### src/gbd_pkg.sv
// constants of the pin data and toggle block: register map, field masks, reset values
// assumes a 32-bit apb slave with one aligned word per register
package gbd_pkg;

  // ----------------------------------------------------------------
  // register map
  // ----------------------------------------------------------------
  // printed offsets are word indices; byte address is four times that
  localparam logic [7:0] GBD_HIGH_DATA_IDX = 8'h38;
  localparam logic [7:0] GBD_B_TOGGLE_IDX = 8'h0E;
  localparam int GBD_ADDR_W = 8;
  localparam int GBD_DATA_W = 32;

  // ----------------------------------------------------------------
  // field layouts and reset values
  // ----------------------------------------------------------------
  // high bank: bit n is pin 224 + n
  localparam int GBD_HIGH_FIRST_PIN = 224;
  localparam logic [31:0] GBD_HIGH_MASK = 32'h0036E3DF;
  // bank b toggle: bit n is pin 32 + n
  localparam int GBD_B_FIRST_PIN = 32;
  localparam logic [31:0] GBD_B_TOGGLE_MASK = 32'h000003AB;
  localparam logic [31:0] GBD_HIGH_DATA_RST = 32'h00000000;
  localparam logic [31:0] GBD_B_LATCH_RST = 32'h00000000;
  localparam logic [31:0] GBD_TOGGLE_READ = 32'h00000000;

  function automatic logic [GBD_ADDR_W-1:0] gbd_byte_addr(input logic [7:0] idx);
    gbd_byte_addr = GBD_ADDR_W'({idx, 2'b00});
  endfunction

endpackage

### src/gbd_top.sv
// apb slave for the high bank pin data register and the bank b toggle register
// assumes qualified pin inputs and pin-mode enables synchronous to pclk
//
// What this block does
// reading high bank data returns each implemented pin's present level, any mode
// writing high bank data drives each pin configured as output high or low
// in other modes the written bit is latched but does not reach the pin
// output latch holds until the next write; only reset also changes it
// reset clears every data bit and every output latch to zero
// read data comes from the qualified pin input, never from the latch
// high bank data at index 38h, bit n is pin 224+n, listed bits implemented
// bank b toggle reads zero, resets zero; bits 0,1,3,5,7,8,9 implemented
// writing one to a toggle bit inverts the latch; zero leaves it
// writes to reserved toggle bits touch no latch or pin
`timescale 1ns/1ps
module gbd_top #(
  parameter int ADDR_W = gbd_pkg::GBD_ADDR_W
) (
  input wire logic pclk,
  input wire logic presetn,
  input wire logic psel,
  input wire logic penable,
  input wire logic pwrite,
  input wire logic [ADDR_W-1:0] paddr,
  input wire logic [31:0] pwdata,
  output logic [31:0] prdata,
  output logic pready,
  output logic pslverr,
  input wire logic [31:0] h_pin_in,
  input wire logic [31:0] h_out_mode,
  output logic [31:0] h_pin_out,
  output logic [31:0] h_pin_oe,
  input wire logic [31:0] b_out_mode,
  output logic [31:0] b_pin_out,
  output logic [31:0] b_pin_oe
);

  // ----------------------------------------------------------------
  // elaboration checks
  // ----------------------------------------------------------------
  if (ADDR_W < gbd_pkg::GBD_ADDR_W) begin : g_addr_chk
    $error("gbd_top: ADDR_W too small for the register map");
  end

  localparam logic [ADDR_W-1:0] A_HIGH =
    ADDR_W'(gbd_pkg::gbd_byte_addr(gbd_pkg::GBD_HIGH_DATA_IDX));
  localparam logic [ADDR_W-1:0] A_TOG =
    ADDR_W'(gbd_pkg::gbd_byte_addr(gbd_pkg::GBD_B_TOGGLE_IDX));

  // ----------------------------------------------------------------
  // bus decode
  // ----------------------------------------------------------------
  logic setup;
  logic access;
  logic hit_high;
  logic hit_tog;
  logic wr_high;
  logic wr_tog;
  logic [31:0] h_latch;
  logic [31:0] b_latch;

  assign setup = psel && !penable;
  assign access = psel && penable && pready;
  assign hit_high = (paddr == A_HIGH);
  assign hit_tog = (paddr == A_TOG);
  assign wr_high = access && pwrite && hit_high;
  assign wr_tog = access && pwrite && hit_tog;

  // one wait-free access phase: pready rises for the cycle after setup
  always_ff @(posedge pclk or negedge presetn) begin
    if (!presetn) begin
      pready <= 1'b0;
    end else begin
      pready <= setup;
    end
  end

  // unmapped addresses answer with an error and read zero
  always_ff @(posedge pclk or negedge presetn) begin
    if (!presetn) begin
      pslverr <= 1'b0;
    end else begin
      pslverr <= setup && !hit_high && !hit_tog;
    end
  end

  // pins sampled at the setup edge; latch contents never feed the read path
  always_ff @(posedge pclk or negedge presetn) begin
    if (!presetn) begin
      prdata <= 32'h00000000;
    end else if (setup && !pwrite && hit_high) begin
      prdata <= h_pin_in & gbd_pkg::GBD_HIGH_MASK;
    end else if (setup) begin
      prdata <= gbd_pkg::GBD_TOGGLE_READ;
    end
  end

  // ----------------------------------------------------------------
  // output latches
  // ----------------------------------------------------------------
  // high latch loads only on a completed data write
  gbd_latch #(
    .WIDTH(32),
    .MASK(gbd_pkg::GBD_HIGH_MASK),
    .RST(gbd_pkg::GBD_HIGH_DATA_RST)
  ) u_high_latch (
    .pclk(pclk),
    .presetn(presetn),
    .load_en(wr_high),
    .load_data(pwdata),
    .tog_en(1'b0),
    .tog_data(32'h00000000),
    .q(h_latch)
  );

  // masked toggle keeps reserved positions out of the latch
  gbd_latch #(
    .WIDTH(32),
    .MASK(gbd_pkg::GBD_B_TOGGLE_MASK),
    .RST(gbd_pkg::GBD_B_LATCH_RST)
  ) u_b_latch (
    .pclk(pclk),
    .presetn(presetn),
    .load_en(1'b0),
    .load_data(32'h00000000),
    .tog_en(wr_tog),
    .tog_data(pwdata),
    .q(b_latch)
  );

  // ----------------------------------------------------------------
  // pin drivers
  // ----------------------------------------------------------------
  // registered drive costs one cycle but keeps the pins glitch free
  always_ff @(posedge pclk or negedge presetn) begin
    if (!presetn) begin
      h_pin_out <= 32'h00000000;
      h_pin_oe <= 32'h00000000;
    end else begin
      h_pin_out <= h_latch & h_out_mode;
      h_pin_oe <= h_out_mode & gbd_pkg::GBD_HIGH_MASK;
    end
  end

  always_ff @(posedge pclk or negedge presetn) begin
    if (!presetn) begin
      b_pin_out <= 32'h00000000;
      b_pin_oe <= 32'h00000000;
    end else begin
      b_pin_out <= b_latch & b_out_mode;
      b_pin_oe <= b_out_mode & gbd_pkg::GBD_B_TOGGLE_MASK;
    end
  end
endmodule

### src/gbd_latch.sv
// output latch bank: load and toggle with a mask of implemented bits
// assumes one-cycle write and toggle strobes from the register slave
`timescale 1ns/1ps
module gbd_latch #(
  parameter int WIDTH = 32,
  parameter logic [WIDTH-1:0] MASK = '1,
  parameter logic [WIDTH-1:0] RST = '0
) (
  input wire logic pclk,
  input wire logic presetn,
  input wire logic load_en,
  input wire logic [WIDTH-1:0] load_data,
  input wire logic tog_en,
  input wire logic [WIDTH-1:0] tog_data,
  output logic [WIDTH-1:0] q
);

  // ----------------------------------------------------------------
  // elaboration checks
  // ----------------------------------------------------------------
  if (WIDTH < 1) begin : g_width_chk
    $error("gbd_latch: WIDTH must be at least 1");
  end

  // ----------------------------------------------------------------
  // latch
  // ----------------------------------------------------------------
  // unimplemented bits never hold state, so reserved writes vanish
  always_ff @(posedge pclk or negedge presetn) begin
    if (!presetn) begin
      q <= RST & MASK;
    end else if (load_en) begin
      q <= load_data & MASK;
    end else if (tog_en) begin
      q <= q ^ (tog_data & MASK);
    end
  end

endmodule

### config.mk
export PLATFORM = sky130hd
export DESIGN_NAME = gbd_top
export DESIGN_NICKNAME = d
export VERILOG_FILES = /design/src/gbd_pkg.sv /design/src/gbd_top.sv /design/src/gbd_latch.sv
export SDC_FILE = /design/constraint.sdc
export NUM_CORES = 1
export LEC_CHECK = 0
export ABC_AREA = 1
export BUFFER_PORTS_ARGS = -buffer_cell sky130_fd_sc_hd__buf_2
export CAP_MARGIN = 20
export CORE_MARGIN = 10
export CORE_UTILIZATION = 46
export CTS_CLUSTER_SIZE = 8
export DETAILED_ROUTE_END_ITERATION = 8
export GPL_TIMING_DRIVEN = 0
export HOLD_SLACK_MARGIN = 0.08
export PLACE_DENSITY = 0.87
export SYNTH_ARGS = -nofsm -noshare
export SYNTH_HDL_FRONTEND = slang
export SYNTH_HIERARCHICAL = 1
export SYNTH_SLANG_ARGS = --single-unit
### constraint.sdc
create_clock -name pclk -period 1.6 [get_ports pclk]
set_input_delay 0 -clock pclk [delete_from_list [all_inputs] [get_ports pclk]]
set_output_delay 0 -clock pclk [all_outputs]
set_load 0.005 [all_outputs]
==> results.toml <==
[outcome]
outcome = "complete, no violations"

[sta]
min_period_ns = 1.55
setup_viol = 0
holdWs_ns = 0.143
fin_tns_setup_ns = 0
hold_violations = 0
maxSlewViolCount = 0
tightest_slew_ns = 0.557
timing.final.crit_share_pct = 97.0
relSlewSlack_pct = 62.9
finalClockSkew_ns = 0.00968
max_freq_ghz = 0.644

[setup_path]
arrival_ns = 1.90
reg2reg_slack_ns = 0.05
reg2regPathDepth = 8
path_max_fanout = 10
critPathMaxStageDelay_ns = 0.38
critPathSlowestCell = "dfrtp_1"
cp_cell_sequence = "nand4_1 -> nor3_2 -> buf_6 -> buf_2 -> nand2_1 -> inv_1 -> a21oi_2 -> nand2_1"
path_class = "reg2reg"
rr_startpoint = "pready"
crit_path_frequent_cell = "nand2_1"
rr_endpoint = "u_high_latch/q[6]"
crit_end = "u_high_latch/q[6]"
cp.required_ns = 1.95
cp-end-kind = "flop"
crit_start = "pready"
startpoint_type = "flop"

[cts]
post_cts_buffers = 0
cts-htree-levels = 4
path_clk_slew_ns = 0.06
root_buffer = "clkbuf_16"
cts_sinks = 128
clk_latency_ns = 0.42
cts_made_buffers = 17
clockBufferDepth = 2
cts_tree = "done"

[routing]
dr_total_vias = 5224
ant_nets = 0
wl_per_cell_um = 14.1
drc_errors = 0
vias_per_cell = 4.07
dr.first_iter.drc_count = 306
first_pass_iters = 7
finalWirelength_um = 18000

[die]
core_area_um2 = 12200
fp.dieH_um = 132
start_util_pct = 47.6
die_x_um = 132
num_rows = 40
io_pins = 303
die-area_um2 = 17500

[worst_hold_path]
min_path_type = "in2async"

[synth]
synth.top_cell.area_share_pct = 55.4
ys_warn_count = 6
ys_top_cells_by_area = "dfrtp_1 (55%), buf_4 (13%), nand2_1 (13%)"
synth_area_per_cell_um2 = 8.89
synth_cell_type_count = 20
syn_inst = 651
syn-cell-area_um2 = 5780
synth_top_cell_by_area = "dfrtp_1"
synth_seq_cells = 128
yosysSeqAreaShare_pct = 55.4

[cells_and_area]
instances_no_fill = 1282
drive_above_1_share_pct = 34.1
layout.area.seq_um2 = 3200
area_growth_pct = 56.3
most-common-layout-cells = "buf_2 (215), nand2_1 (193), conb_1 (140)"
fin_area_um2 = 9040
final_net_count = 1239
layout_commonest_cell = "buf_2"
multiInputGateArea_um2 = 1750
fill_cells = 794
utilization_pct = 74.3

[placed_design]
dpl_cell_area_um2 = 7610
gp_congestion = 0.785
dp_cells = 1171
io_buffers = 214
dpl.hpwl_um = 11900

[power_and_ir_drop]
p_seq_share_pct = 39.9
max-vdd-ir-drop_mv = 0.658
net-switching-power_w = 0.00214
swShare_pct = 23.8
intPower_w = 0.00685
leakage_nw = 5.86
pwr-share-comb_pct = 12.7
clkPwrFrac_pct = 47.4
pwr_density_cell_nw_per_um2 = 995

[run]
drv_cap = 0

[global_route]
antenna_found_initial = 4
grt_max_degree = 71
grt_pass1_wl_um = 29000
overflow = 0
grt_usage_pct = 21.0
grt_pass1_vias = 5788
worst min path at each step:
| stage | startpoint | end | slack [ns] | depth (start not counted) |
|---|---|---|---|---|
| final | presetn | prdata[15] | 0.14 | 2 |
| after global routing | presetn | prdata[15] | 0.19 | 2 |
| after CTS | presetn | prdata[15] | 0.14 | 2 |
| after detailed placement | presetn | prdata[13] | 0.003 | 1 |
| after global placement | h_out_mode[20] | h_pin_oe[20] | 0.12 | 1 |
| after floorplan | presetn | b_pin_oe[0] | -0.30 | 0 |
sequential cells by signal, summed over array words and instances (netlist names):
| name | cells |
|---|---|
| b_pin_oe | 7 |
| b_pin_out | 32 |
| h_pin_oe | 16 |
| h_pin_out | 32 |
| prdata | 16 |
| pready | 1 |
| pslverr | 1 |
| u_b_latch/q | 7 |
| u_high_latch/q | 16 |
stage by stage:
| stage | setup slack [ns] | power, W |
|---|---|---|
| floorplan | 0.341 | 0.00415 |
| global placement | -1.07 | 0.00455 |
| detailed placement | 0.0383 | 0.00459 |
| CTS | 0.0469 | 0.00895 |
| global route | -0.00787 | 0.00937 |
| finish | 0.0482 | 0.00899 |
cell usage after synthesis:
cell type,number
nand2_2,3
nand3_2,2
buf_2,2
nor3_1,2
nor2_4,5
a21oi_2,10
nor2_1,3
nand3_1,37
nand4_1,1
nor2_8,1
inv_1,139
buf_4,98
nand2_1,193
dfrtp_1,128
inv_2,2
buf_8,1
buf_6,5
a21oi_1,13
nor2_2,3
conb_1,3
area by class of cell:
type,instances,share of cell area (%)
Clock inverter,13,2.31
Sequential cell,128,35.4
Clock buffer,19,4.90
Timing Repair Buffer,291,20.6
Buffer,106,9.04
Antenna cell,3,0.0831
Tap cell,168,2.33
Inverter,141,5.86
Multi-Input combinational cell,413,19.4
logic make-up (layout without fill, tap and decap cells):
family                 count (synthesis)  count (layout)  share of synthesized area [%]
AO/OA/AOI/OAI                         23              23                           2.64
flip-flops                           128             128                           55.4
buffers and inverters                247             570                           23.3
other                                  3             143                          0.195
AND/OR/NAND/NOR                      250             250                           18.5
power by group through the flow:
stage	sequential [W]	combinational (W)	clock (W)
after floorplan	0.00363	0.000519	0
after global placement	0.00362	0.000925	0
after detailed placement	0.00363	0.000957	0
after CTS	0.00358	0.00108	0.00429
after global routing	0.00361	0.00128	0.00447
final	0.00359	0.00114	0.00426
repair_timing:
action / in CTS / in global routing
hold endpoints to repair: 215 / 0
setup endpoints to repair: 1 / 6
resized for setup: 1 / 0
hold buffers: 82 / 0
layer usage:
metal	wire length [um]	GRT usage (%)
met2	9700	38.3
met1	6110	19.3
met5	13	0
met3	1530	8.31
met4	690	11.7
worst max-delay path: cells and delay by family, from the launching register on:
family	cells	cell delay, ns
AND/OR/NAND/NOR	4	0.52
buffers and inverters	3	0.54
AO/OA/AOI/OAI	1	0.04
flip-flops	1	0.38
Power figures use the tool's default switching activity.
